File: src/rtl/icl_pkg.sv
// Shared constants for the I2C client address and acknowledge logic.
// Assumes one system clock; bus pins are open-drain and resolved outside.
// Overview of operation
// - Host makes Start; SDA falls, SCL high
// - Flag collision when SDA low unexpectedly
// - Stop is SDA rising while SCL high
// - Stop needs one SCL low after Start
// - Restart acts exactly like Start, resets state
// - 10-bit read after prior match stretches, transmits
// - Prior-match flag kept until Stop, mismatch or a matching 10-bit write high byte
// - Start/stop enables add events in plain modes
// - Ninth pulse: receiver pulls SDA low
// - Sampled host acknowledge stored in flag
// - Hold enables use software-chosen acknowledge value
// - Auto acknowledge unless buffer full or overflow; 10-bit low byte acks on match alone
// - Ack window flag after eighth falling edge when a hold is enabled
// - Four client modes selected by mode port
// - Event-interrupt modes flag Start, Restart, Stop
// - First byte compared; match loads buffer, event
// - 7-bit compare ignores read/write bit
// - 10-bit high byte is 11110 A9 A8 0
// - After high byte ack, update flag, stretch
// - Low byte compared fully; always flag, stretch
// - Address write clears low update flag
// - Ack window clears on ninth rising edge
// - Read address ack clears release bit, stretches
package icl_pkg;
  localparam logic [3:0] ICL_MODE_7BIT = 4'h6;
  localparam logic [3:0] ICL_MODE_10BIT = 4'h7;
  localparam logic [3:0] ICL_MODE_7BIT_SP = 4'he;
  localparam logic [3:0] ICL_MODE_10BIT_SP = 4'hf;
  localparam logic [4:0] ICL_TEN_BIT_HEAD = 5'h1e;
  localparam logic [3:0] ICL_BITS_PER_BYTE = 4'h8;
  localparam logic [3:0] ICL_ACK_BIT = 4'h9;
  localparam logic [7:0] ICL_ADDR_RESET = 8'h00;
  localparam int ICL_FIFO_WIDTH = 8;
  localparam int ICL_FIFO_DEPTH = 32;

  typedef enum logic [2:0] {ST_IDLE, ST_RECV, ST_ACK, ST_HOLD, ST_SEND, ST_ASKACK} icl_state_t;
  typedef enum logic [1:0] {PH_ADDR, PH_LOW, PH_DATA} icl_phase_t;
  typedef enum logic [1:0] {HK_ACK, HK_UA, HK_TX} icl_hold_t;
  typedef enum logic [1:0] {NA_RECV, NA_UA, NA_TX, NA_IDLE} icl_next_t;
endpackage

File: src/rtl/icl_client.sv
// I2C client bus logic: conditions, address match, acknowledge, byte FIFO.
// Assumes SCL/SDA inputs are asynchronous pins; control ports are on clk.
`timescale 1ns/1ps
`default_nettype none

module icl_fifo #(
  parameter int WIDTH = 8,
  parameter int DEPTH = 32
) (
  input wire logic clk,
  input wire logic sys_rst,
  // Fill side
  input wire logic in_valid,
  output logic in_ready,
  input wire logic [WIDTH-1:0] in_data,
  // Drain side
  output logic out_valid,
  input wire logic out_ready,
  output logic [WIDTH-1:0] out_data
);
  localparam int AW = $clog2(DEPTH);
  logic [WIDTH-1:0] mem [DEPTH];
  logic [AW-1:0] wr_ptr_reg;
  logic [AW-1:0] rd_ptr_reg;
  logic [AW:0] count_reg;
  logic push;
  logic pop;

  assign push = in_valid && in_ready;
  assign pop = out_valid && out_ready;
  assign out_data = mem[rd_ptr_reg];

  always_ff @(posedge clk) begin
    if (push) begin
      mem[wr_ptr_reg] <= in_data;
    end
  end

  always_ff @(posedge clk) begin
    if (sys_rst) begin
      wr_ptr_reg <= '0;
      rd_ptr_reg <= '0;
      count_reg <= '0;
      in_ready <= 1'b1;
      out_valid <= 1'b0;
    end else begin
      if (push) begin
        wr_ptr_reg <= wr_ptr_reg + 1'b1;
      end
      if (pop) begin
        rd_ptr_reg <= rd_ptr_reg + 1'b1;
      end
      if (push && !pop) begin
        count_reg <= count_reg + 1'b1;
        in_ready <= (count_reg != (AW + 1)'(DEPTH - 1));
        out_valid <= 1'b1;
      end else if (pop && !push) begin
        count_reg <= count_reg - 1'b1;
        in_ready <= 1'b1;
        out_valid <= (count_reg != (AW + 1)'(1));
      end
    end
  end
endmodule

module icl_client
  import icl_pkg::*;
(
  // Clock and reset
  input wire logic clk,
  input wire logic sys_rst,
  // Bus pins, open-drain: enable high pulls the line low
  input wire logic scl_in,
  output logic scl_out,
  output logic scl_oe,
  input wire logic sda_in,
  output logic sda_out,
  output logic sda_oe,
  // Configuration
  input wire logic [3:0] port_mode_select,
  input wire logic start_irq_enable,
  input wire logic stop_irq_enable,
  input wire logic address_hold_enable,
  input wire logic data_hold_enable,
  input wire logic ack_value_select,
  input wire logic [7:0] address_mask_reg,
  // Software strobes
  input wire logic address_match_wr,
  input wire logic [7:0] address_match_wdata,
  input wire logic clock_release_set,
  input wire logic tx_load,
  input wire logic [7:0] tx_data,
  input wire logic port_event_clear,
  input wire logic overflow_clear,
  input wire logic collision_clear,
  // Received bytes
  output logic rx_valid,
  input wire logic rx_ready,
  output logic [7:0] rx_data,
  // Status
  output logic [7:0] address_match_reg,
  output logic [7:0] receive_buffer_reg,
  output logic bus_active_reg,
  output logic port_event_flag,
  output logic ack_received_flag,
  output logic ack_window_flag,
  output logic low_address_update_flag,
  output logic clock_release_bit,
  output logic buffer_full_flag,
  output logic receive_overflow_flag,
  output logic bus_collision_flag,
  output logic prior_match_flag,
  output logic read_request_reg
);
  logic scl_meta_reg, scl_sync_reg, scl_prev_reg;
  logic sda_meta_reg, sda_sync_reg, sda_prev_reg;
  logic scl_rise, scl_fall, start_det, stop_det;
  logic seen_low_reg;
  icl_state_t state_reg;
  icl_phase_t phase_reg;
  icl_hold_t hold_reg;
  icl_next_t next_reg;
  logic [3:0] bit_cnt_reg;
  logic [7:0] shift_reg;
  logic [7:0] tx_shift_reg;
  logic tx_loaded_reg;
  logic low_ok_reg;
  logic ack_drive_reg;
  logic [7:0] byte_in;
  logic ten_bit, sp_mode, hold_en;
  logic match7, match_high, match_low, ack_ok, addr_hit;
  logic push_byte, fifo_ready, set_event, set_ovf;

  // Second stage feeds everything; first stage is read by it alone
  always_ff @(posedge clk) begin
    if (sys_rst) begin
      scl_meta_reg <= 1'b1;
      scl_sync_reg <= 1'b1;
      scl_prev_reg <= 1'b1;
      sda_meta_reg <= 1'b1;
      sda_sync_reg <= 1'b1;
      sda_prev_reg <= 1'b1;
    end else begin
      scl_meta_reg <= scl_in;
      scl_sync_reg <= scl_meta_reg;
      scl_prev_reg <= scl_sync_reg;
      sda_meta_reg <= sda_in;
      sda_sync_reg <= sda_meta_reg;
      sda_prev_reg <= sda_sync_reg;
    end
  end

  assign scl_rise = scl_sync_reg && !scl_prev_reg;
  assign scl_fall = !scl_sync_reg && scl_prev_reg;
  assign start_det = scl_sync_reg && scl_prev_reg && sda_prev_reg && !sda_sync_reg;
  assign stop_det = scl_sync_reg && scl_prev_reg && !sda_prev_reg && sda_sync_reg && seen_low_reg;

  assign ten_bit = (port_mode_select == ICL_MODE_10BIT) || (port_mode_select == ICL_MODE_10BIT_SP);
  assign sp_mode = (port_mode_select == ICL_MODE_7BIT_SP) || (port_mode_select == ICL_MODE_10BIT_SP);
  assign hold_en = address_hold_enable || data_hold_enable;
  assign byte_in = shift_reg;

  // Masked bits never take part in an address comparison; the 10-bit head 11110 is always compared
  assign match7 = (((byte_in ^ address_match_reg) & ~address_mask_reg) & 8'hfe) == 8'h00;
  assign match_high = (byte_in[7:3] == ICL_TEN_BIT_HEAD)
                      && (((byte_in[2:1] ^ address_match_reg[2:1]) & ~address_mask_reg[2:1]) == 2'h0);
  assign match_low = ((byte_in ^ address_match_reg) & ~address_mask_reg) == 8'h00;
  assign ack_ok = !(buffer_full_flag || receive_overflow_flag);
  assign addr_hit = (phase_reg != PH_ADDR) || (ten_bit ? (match_high && (!byte_in[0] || prior_match_flag)) : match7);

  // Seen-low qualifies a Stop; a Start with SCL held high cannot end itself
  always_ff @(posedge clk) begin
    if (sys_rst) begin
      seen_low_reg <= 1'b0;
    end else if (start_det) begin
      seen_low_reg <= 1'b0;
    end else if (scl_fall) begin
      seen_low_reg <= 1'b1;
    end
  end

  always_ff @(posedge clk) begin
    if (sys_rst) begin
      bus_active_reg <= 1'b0;
    end else if (start_det) begin
      bus_active_reg <= 1'b1;
    end else if (stop_det) begin
      bus_active_reg <= 1'b0;
    end
  end

  always_ff @(posedge clk) begin
    if (sys_rst) begin
      address_match_reg <= ICL_ADDR_RESET;
    end else if (address_match_wr) begin
      address_match_reg <= address_match_wdata;
    end
  end

  always_ff @(posedge clk) begin
    if (sys_rst) begin
      tx_shift_reg <= 8'h00;
      tx_loaded_reg <= 1'b0;
    end else if (tx_load) begin
      tx_shift_reg <= tx_data;
      tx_loaded_reg <= 1'b1;
    end else if (state_reg == ST_SEND && scl_fall && bit_cnt_reg < ICL_BITS_PER_BYTE) begin
      tx_shift_reg <= {tx_shift_reg[6:0], 1'b0};
    end else if (state_reg == ST_HOLD && hold_reg == HK_TX && clock_release_set) begin
      tx_loaded_reg <= 1'b0;
    end
  end

  // Main sequencer
  always_ff @(posedge clk) begin
    if (sys_rst) begin
      state_reg <= ST_IDLE;
      phase_reg <= PH_ADDR;
      hold_reg <= HK_ACK;
      next_reg <= NA_IDLE;
      bit_cnt_reg <= 4'h0;
      shift_reg <= 8'h00;
      low_ok_reg <= 1'b0;
      ack_drive_reg <= 1'b0;
      sda_oe <= 1'b0;
      scl_oe <= 1'b0;
      ack_window_flag <= 1'b0;
      low_address_update_flag <= 1'b0;
      clock_release_bit <= 1'b1;
      prior_match_flag <= 1'b0;
      read_request_reg <= 1'b0;
      ack_received_flag <= 1'b0;
      push_byte <= 1'b0;
    end else begin
      push_byte <= 1'b0;
      if (address_match_wr) begin
        low_address_update_flag <= 1'b0;
      end
      if (start_det) begin
        state_reg <= ST_RECV;
        phase_reg <= PH_ADDR;
        bit_cnt_reg <= 4'h0;
        sda_oe <= 1'b0;
        scl_oe <= 1'b0;
        ack_window_flag <= 1'b0;
        read_request_reg <= 1'b0;
      end else if (stop_det) begin
        state_reg <= ST_IDLE;
        sda_oe <= 1'b0;
        scl_oe <= 1'b0;
        ack_window_flag <= 1'b0;
        prior_match_flag <= 1'b0;
      end else begin
        unique case (state_reg)
          ST_IDLE: begin
            sda_oe <= 1'b0;
            scl_oe <= 1'b0;
          end
          ST_RECV: begin
            if (scl_rise) begin
              shift_reg <= {shift_reg[6:0], sda_sync_reg};
              bit_cnt_reg <= bit_cnt_reg + 4'h1;
            end else if (scl_fall && bit_cnt_reg == ICL_BITS_PER_BYTE) begin
              next_reg <= NA_RECV;
              ack_drive_reg <= ack_ok;
              if (phase_reg == PH_ADDR && !ten_bit) begin
                if (!match7) begin
                  state_reg <= ST_IDLE;
                end else begin
                  push_byte <= 1'b1;
                  read_request_reg <= byte_in[0];
                  if (byte_in[0]) begin
                    next_reg <= NA_TX;
                  end
                end
              end else if (phase_reg == PH_ADDR) begin
                if (!match_high) begin
                  prior_match_flag <= 1'b0;
                  state_reg <= ST_IDLE;
                end else if (!byte_in[0]) begin
                  prior_match_flag <= 1'b0;
                  push_byte <= 1'b1;
                  next_reg <= NA_UA;
                end else if (prior_match_flag) begin
                  push_byte <= 1'b1;
                  read_request_reg <= 1'b1;
                  next_reg <= NA_TX;
                end else begin
                  state_reg <= ST_IDLE;
                end
              end else if (phase_reg == PH_LOW) begin
                low_ok_reg <= match_low;
                ack_drive_reg <= match_low;
                next_reg <= NA_UA;
                push_byte <= match_low;
              end else begin
                push_byte <= 1'b1;
              end
              if (addr_hit && hold_en) begin
                ack_window_flag <= 1'b1;
                scl_oe <= 1'b1;
                clock_release_bit <= 1'b0;
                hold_reg <= HK_ACK;
                state_reg <= ST_HOLD;
              end else if (addr_hit) begin
                state_reg <= ST_ACK;
                sda_oe <= (phase_reg == PH_LOW) ? match_low : ack_ok;
              end
            end
          end
          ST_HOLD: begin
            unique case (hold_reg)
              HK_ACK: begin
                if (clock_release_set) begin
                  clock_release_bit <= 1'b1;
                  scl_oe <= 1'b0;
                  sda_oe <= !ack_value_select;
                  ack_drive_reg <= !ack_value_select;
                  state_reg <= ST_ACK;
                end
              end
              HK_UA: begin
                if (address_match_wr) begin
                  scl_oe <= 1'b0;
                  bit_cnt_reg <= 4'h0;
                  if (phase_reg == PH_ADDR) begin
                    phase_reg <= PH_LOW;
                    state_reg <= ST_RECV;
                  end else if (low_ok_reg) begin
                    prior_match_flag <= 1'b1;
                    phase_reg <= PH_DATA;
                    state_reg <= ST_RECV;
                  end else begin
                    state_reg <= ST_IDLE;
                  end
                end
              end
              HK_TX: begin
                if (clock_release_set && tx_loaded_reg) begin
                  clock_release_bit <= 1'b1;
                  scl_oe <= 1'b0;
                  sda_oe <= !tx_shift_reg[7];
                  bit_cnt_reg <= 4'h0;
                  state_reg <= ST_SEND;
                end
              end
              default: state_reg <= ST_IDLE;
            endcase
          end
          ST_ACK: begin
            if (scl_rise) begin
              ack_window_flag <= 1'b0;
              bit_cnt_reg <= ICL_ACK_BIT;
            end else if (scl_fall) begin
              sda_oe <= 1'b0;
              bit_cnt_reg <= 4'h0;
              if (!ack_drive_reg) begin
                state_reg <= ST_IDLE;
              end else begin
                unique case (next_reg)
                  NA_RECV: begin
                    state_reg <= ST_RECV;
                    if (phase_reg == PH_ADDR) begin
                      phase_reg <= PH_DATA;
                    end
                  end
                  NA_UA: hold_reg <= HK_UA;
                  NA_TX: begin
                    clock_release_bit <= 1'b0;
                    scl_oe <= 1'b1;
                    hold_reg <= HK_TX;
                    state_reg <= ST_HOLD;
                  end
                  NA_IDLE: state_reg <= ST_IDLE;
                endcase
              end
              if (next_reg == NA_UA) begin
                low_address_update_flag <= 1'b1;
                scl_oe <= 1'b1;
                hold_reg <= HK_UA;
                state_reg <= ST_HOLD;
              end
            end
          end
          ST_SEND: begin
            if (scl_rise) begin
              bit_cnt_reg <= bit_cnt_reg + 4'h1;
              if (!sda_oe && !sda_sync_reg) begin
                state_reg <= ST_IDLE;
              end
            end else if (scl_fall) begin
              if (bit_cnt_reg < ICL_BITS_PER_BYTE) begin
                sda_oe <= !tx_shift_reg[6];
              end else begin
                sda_oe <= 1'b0;
                state_reg <= ST_ASKACK;
              end
            end
          end
          ST_ASKACK: begin
            if (scl_rise) begin
              ack_received_flag <= sda_sync_reg;
              if (sda_sync_reg) begin
                state_reg <= ST_IDLE;
              end
            end else if (scl_fall) begin
              clock_release_bit <= 1'b0;
              scl_oe <= 1'b1;
              hold_reg <= HK_TX;
              state_reg <= ST_HOLD;
            end
          end
          default: state_reg <= ST_IDLE;
        endcase
      end
    end
  end

  // Events: Start/Stop per mode, address and data bytes at their ack points
  always_comb begin
    set_event = 1'b0;
    if (start_det && (sp_mode || start_irq_enable)) begin
      set_event = 1'b1;
    end
    if (stop_det && (sp_mode || stop_irq_enable)) begin
      set_event = 1'b1;
    end
    if (push_byte) begin
      set_event = 1'b1;
    end
    if (state_reg == ST_ACK && scl_fall && next_reg == NA_UA && phase_reg == PH_LOW) begin
      set_event = 1'b1;
    end
    if (state_reg == ST_ASKACK && scl_fall) begin
      set_event = 1'b1;
    end
  end

  assign set_ovf = push_byte && !fifo_ready;

  // Set wins over a simultaneous clear on every sticky flag
  always_ff @(posedge clk) begin
    if (sys_rst) begin
      port_event_flag <= 1'b0;
      receive_overflow_flag <= 1'b0;
      bus_collision_flag <= 1'b0;
    end else begin
      port_event_flag <= set_event || (port_event_flag && !port_event_clear);
      receive_overflow_flag <= set_ovf || (receive_overflow_flag && !overflow_clear);
      bus_collision_flag <= (state_reg == ST_SEND && scl_rise && !sda_oe && !sda_sync_reg)
                            || (bus_collision_flag && !collision_clear);
    end
  end

  always_ff @(posedge clk) begin
    if (sys_rst) begin
      receive_buffer_reg <= 8'h00;
      buffer_full_flag <= 1'b0;
      scl_out <= 1'b0;
      sda_out <= 1'b0;
    end else begin
      if (push_byte && fifo_ready) begin
        receive_buffer_reg <= byte_in;
      end
      buffer_full_flag <= !fifo_ready;
    end
  end

  icl_fifo #(
    .WIDTH(ICL_FIFO_WIDTH),
    .DEPTH(ICL_FIFO_DEPTH)
  ) u_rx_fifo (
    .clk(clk),
    .sys_rst(sys_rst),
    .in_valid(push_byte),
    .in_ready(fifo_ready),
    .in_data(byte_in),
    .out_valid(rx_valid),
    .out_ready(rx_ready),
    .out_data(rx_data)
  );
endmodule

`default_nettype wire

File: config.mk
export PLATFORM = sky130hd
export DESIGN_NAME = icl_client
export DESIGN_NICKNAME = d
export VERILOG_FILES = /design/src/rtl/icl_pkg.sv /design/src/rtl/icl_client.sv
export SDC_FILE = /design/constraint.sdc
export NUM_CORES = 1
export LEC_CHECK = 0
export BUFFER_PORTS_ARGS = -buffer_cell sky130_fd_sc_hd__buf_2
export CORE_MARGIN = 8
export CORE_UTILIZATION = 61
export DETAILED_ROUTE_END_ITERATION = 8
export MAX_ROUTING_LAYER = met4
export PLACE_DENSITY = 0.8
export SKIP_LAST_GASP = 1
export SLEW_MARGIN = 30
export SYNTH_ARGS = -nofsm -noshare
export SYNTH_HDL_FRONTEND = slang
export SYNTH_HIERARCHICAL = 1
export SYNTH_SLANG_ARGS = --single-unit
File: constraint.sdc
create_clock -name clk -period 3.5 [get_ports clk]
set_input_delay 0.7 -clock clk [delete_from_list [all_inputs] [get_ports clk]]
set_output_delay 0.7 -clock clk [all_outputs]
set_load 0.03 [all_outputs]
==> reports/results.ini, run 1 <==
[setup_path]
worst_setup_path_end_kind=output port
crit_path_max_fanout=8
cp.required_ns=2.80
path_buf_inv=3
worstPathArrival_ns=2.79
cp_slowest_cell=mux4_2
cp_top_family=multiplexers
cp_cell_sequence=buf_6 -> clkbuf_16 -> mux4_2 -> mux4_2 -> mux2_2 -> buf_2
worst-setup-path-type=reg2out
cpPeakStageDelay_ns=0.56
critPathLaunchType=flop
r2r_start=state_reg[0]
crit_top_cell=mux4_2

[routing]
dr.first_iter.drc_count=1140
vias_per_cell=6.39
drc_errors=0
vias=9220
dr.pass1.iters=6
wl_per_cell_microns=28.2
routed_wl_microns=40600
drtAntennaViolNets=0

[floorplan]
die_area_sq_um=29100
io-pin-count=84
start_util_pct=62.1
die_y_microns=171
core-area_sq_um=23500
fp-row-count=56
die_w_microns=171

[power]
p_per_area_nw_per_um2=493
seqPwrFrac_pct=52.9
power_switching_mw=1.73
p_int_mw=6.58
p_comb_share_pct=2.1
swShare_pct=20.8
p_clk_share_pct=45.0
vdd_drop_max_uv=370
p_leak_nw=5.89

[placement]
gp_congestion=0.957
port_buffers=81
dp_hpwl_microns=22300
numPlacedInstances=1363

[final_layout]
layout_common_cells=edfxtp_1, nor2_1, dfxtp_1, buf_2, mux4_2
largest_register_ffs=256
ff_latch_area_sq_um=9540
layoutNonFillerInstCount=1442
multi_input_area_sq_um=4740
drive_gt1_share_pct=27.9
final_nets=1151
final_util_pct=71.9
synthToLayoutAreaGrowth_pct=15.7
num-fill-cells=1458
top_register=u_rx_fifo/mem
final_common_cell=edfxtp_1

[synth]
synthSimpleGateAreaFrac_pct=9.15
synth_top_cell_by_area=edfxtp_1
synth_flop_cell=edfxtp_1
synth_area_sq_um=14600
yosysUniqueCellTypes=81
synth_xor_area_share_pct=1.26
syn_inst=966
yosys-mux-area-fraction_pct=15.0
ys_seq_area_share_pct=65.3
synth_top_family_by_area=multiplexers
synth.ff_latch_count=348
async_flop_share_pct=0
synth-edff-count=256
yosysWarnings=6
synthAdderAreaFrac_pct=1.27
ys_top_cells_by_area=edfxtp_1, dfxtp_1, mux4_2
synth_top_area_share_pct=52.7
avgSynthCellArea_sq_um=15.1
synth_compound_area_share_pct=5.71

[clocking]
clockRootBuffer=clkbuf_16
ctsHoldBuffers=0
insertion_delay_ns=0.52
htreeDepth=2
cts_tree=yes
clockBufferDepth=3
cts.sinks=348
cts_buffers=36
clkTransAtPathRegs_ns=0.06

[global_routing]
grt-ovfl-total=0
grt_pass1_wl_microns=57100
grt_max_degree=59
antenna_found_initial=3
grt_pass1_vias=9280
grt_usage_pct=27.7

[timing]
maxSlewViolCount=0
final-setup-viol-count=0
max_freq_mhz=287
slew_headroom_pct=40.7
final.setup.tns_ns=0
skew_ns=0.0187
tightest_slew_ns=0.888
fin_crit_sh_pct=99.6
finalCriticalPeriod_ns=3.49
finalHoldViolCount=0
rsz0062_at_grt=yes

[worst_hold_path]
hp-start=sda_in
hold_path_class=in2reg

[job]
cap_violations=0

[status]
run_status=finished, final reports clean

worst register-to-register path: cells and delay by family, from the launching register on:
kind | cells | cell delay, ns
flops | 1 | 0.90
compound gates | 4 | 0.79
simple gates | 2 | 0.72
layer usage:
metal | vias up | GRT usage (%) | part of all wire [%]
met5 | - | - | 0
met4 | 0 | 10.1 | 2.6
met3 | 69 | 6.80 | 9.4
met2 | 564 | 44.2 | 50
met1 | 4608 | 34.1 | 38
li1 | 3979 | - | -
what timing repair did:
item / CTS / global route
gates cloned: 1 / 4
hold endpoints to repair: 0 / 0
resized for setup: 2 / 3
endpoints found under the setup margin: 8 / 6
setup buffers: 3 / 3
metrics by stage:
stage                     cell area (sq um)  setup slack [ns]  total power [mW]  hold WS [ns]
after floorplan                       14600             0.730              4.60         0.389
after global placement                15500             0.481              4.66         0.391
after detailed placement              15500             0.434              4.66         0.402
after CTS                             16700           0.00468              8.30         0.354
after global routing                  16900           -0.0372              8.51         0.371
final                                 16900            0.0124              8.31         0.370
path summary, 6_finish.rpt:
check,end,slack [ns],depth (start not counted)
min reg2reg,sda_sync_reg,0.42,1
max reg2reg,hold_reg[0],0.98,6
max,rx_data[5],0.01,6
min,sda_meta_reg,0.37,2
power by group through the flow:
| stage | Combinational, mW | Clock, mW | Sequential (mW) |
|---|---|---|---|
| 2_1_floorplan | 0.101 | 0 | 4.50 |
| 3_3_place_gp | 0.168 | 0 | 4.49 |
| 3_5_place_dp | 0.170 | 0 | 4.49 |
| 4_1_cts | 0.172 | 3.72 | 4.40 |
| 5_1_grt | 0.188 | 3.92 | 4.40 |
| 6_report | 0.174 | 3.74 | 4.40 |
cells in the mapped netlist, types with 9 or more instances:
cell type and number:
a21oi_1 46, nand3_1 26, or2_2 10, xor2_1 9, nor2_1 106, xnor2_1 12
edfxtp_1 256, nand2_1 47, dfxtp_1 92, nand4_1 10, o21ai_0 22, mux2i_1 30
mux4_2 80, nand2b_1 12, clkbuf_1 25, inv_1 20, ha_1 14
area by class of cell:
cell class                      instances  share of cell area [%]
Sequential cell                       348                    56.5
Antenna cell                            3                  0.0445
Multi-Input combinational cell        548                    28.1
Clock inverter                         15                   0.838
Tap cell                              319                    2.37
Timing Repair Buffer                  137                    5.82
Inverter                               22                   0.490
Clock buffer                           50                    5.84
cell families after synthesis:
group,Yosys count
AOI/OAI and AO/OA,125
xor gates and xnor gates,21
adders and majority gates,15
buffers and inverters,71
DFF,348
muxes,118
other,1
and+or+nand+nor,267
Power figures use the tool's default switching activity.
==> inputs of run 2 (changes only) <==
CORE_UTILIZATION = 55   (was 61)
PLACE_DENSITY = 0.73   (was 0.8)
==> reports/results.ini, run 2 (synthesis gave the netlist of run 1 again) <==
[floorplan]
die_w_microns=179
fp-row-count=59
core-area_sq_um=26100
start_util_pct=56.0
io-pin-count=84
die_area_sq_um=32000
die_y_microns=179

[power]
p_int_mw=6.39
p_clk_share_pct=43.4
swShare_pct=20.9
p_per_area_nw_per_um2=485
power_switching_mw=1.69
seqPwrFrac_pct=54.4
vdd_drop_max_uv=513
p_leak_nw=5.80
p_comb_share_pct=2.2

[job]
cap_violations=0

[placement]
dp_hpwl_microns=21500
numPlacedInstances=1382
gp_congestion=0.923
port_buffers=81

[global_routing]
use_met1_pct=30.1
grt_pass1_vias=8900
met3_usage_pct=4.70
grt_max_degree=39
antenna_found_initial=1
grt_util_met2_pct=34.6
grt_pass1_wl_microns=52200
busiest_layer=met2
grt_usage_pct=22.3
grt-ovfl-total=0

[clocking]
insertion_delay_ns=0.54
ctsHoldBuffers=0
clockRootBuffer=clkbuf_16
postCtsSetupBuffers=0
clkTransAtPathRegs_ns=0.06
clockBufferDepth=3
cts_tree=yes
cts_buffers=36
htreeDepth=2
cts.sinks=348

[routing]
vias=8831
drtAntennaViolNets=0
routed_wl_microns=34400
dr.first_iter.drc_count=789
wl_per_cell_microns=23.7
drc_errors=0
dr.pass1.iters=5
vias_per_cell=6.09

[final_layout]
top_register=u_rx_fifo/mem
largest_register_ffs=256
num-fill-cells=1838
drive_gt1_share_pct=27.0
layout_common_cells=edfxtp_1, nor2_1, dfxtp_1, buf_2, mux4_2
final_common_cell=edfxtp_1
layoutNonFillerInstCount=1449
synthToLayoutAreaGrowth_pct=14.5
final_nets=1144

[timing]
skew_ns=0.0289
final-setup-viol-count=0
final.setup.tns_ns=0
tightest_slew_ns=0.868
maxSlewViolCount=0
max_freq_mhz=290
finalCriticalPeriod_ns=3.44
finalHoldWorstSlack_ns=0.352
rsz0062_at_grt=yes
slew_headroom_pct=42.0
fin_crit_sh_pct=98.4
finalHoldViolCount=0

[status]
run_status=finished, final reports clean

[setup_path]
worst_setup_path_end_kind=output port
critPathLaunchType=flop
crit_path_max_fanout=22
worst-setup-path-type=reg2out
worstPathArrival_ns=2.74
cp.required_ns=2.80

[worst_hold_path]
hold_path_class=in2reg

-- run 2: area by class of cell --
cell class | count | area [sq um] | share of cell area (%)
flip-flops and latches | 348 | 9540 | 57.1
multi-input cells | 548 | 4740 | 28.4
clock buffers | 50 | 963 | 5.77
repair buffers | 130 | 851 | 5.10
well taps | 335 | 419 | 2.51
clock inverters | 15 | 101 | 0.607
inverters | 22 | 82.6 | 0.495
diodes | 1 | 2.50 | 0.0150
-- run 2: timing repair --
item,in CTS,in global routing
pin swaps,0,0
setup endpoints to repair,5,7
cloned,1,0
resized for setup,2,4
-- run 2: worst paths after layout --
path                                   start      endpoint  slack (ns)  depth (start not counted)
worst min register to register  scl_meta_reg  scl_sync_reg        0.41                          1
worst max register to register  state_reg[0]   next_reg[1]        1.00                          5
worst max-delay path                    flop    rx_data[2]        0.06                          5
worst min-delay path                  scl_in  scl_meta_reg        0.35                          2
-- run 2: power by group through the flow --
stage	Sequential, mW	Combinational [mW]	Clock (mW)
finish	4.40	0.176	3.51
global route	4.40	0.190	3.73
CTS	4.40	0.174	3.56
detailed placement	4.49	0.174	0
global placement	4.49	0.172	0
floorplan	4.50	0.101	0
-- run 2: per-layer routing --
| layer | vias up | part of all wire [%] | wire, microns |
|---|---|---|---|
| met5 | - | 0 | 0 |
| met4 | 0 | 2.0 | 678 |
| met3 | 56 | 8.9 | 3050 |
| met2 | 446 | 47 | 16200 |
| met1 | 4371 | 42 | 14400 |
| li1 | 3958 | - | - |
-- run 2: stage by stage --
stage / setup WS [ns] / instance area, sq um / utilization [%] / power (mW)
4_1_cts: -0.0185 / 16700 / 64.0 / 8.14
6_report: 0.0559 / 16700 / 64.1 / 8.09
3_5_place_dp: 0.515 / 15600 / 59.8 / 4.66
3_3_place_gp: 0.546 / 15600 / 59.8 / 4.66
2_1_floorplan: 0.730 / 14600 / - / 4.60
5_1_grt: -0.0142 / 16700 / 64.1 / 8.32
-- run 2: worst max-delay path, stage by stage (launching register included) --
cell     delay, ns
dfxtp_4       0.44
buf_16        0.23
mux4_2        0.54
mux4_2        0.53
mux2_2        0.30
buf_2         0.19
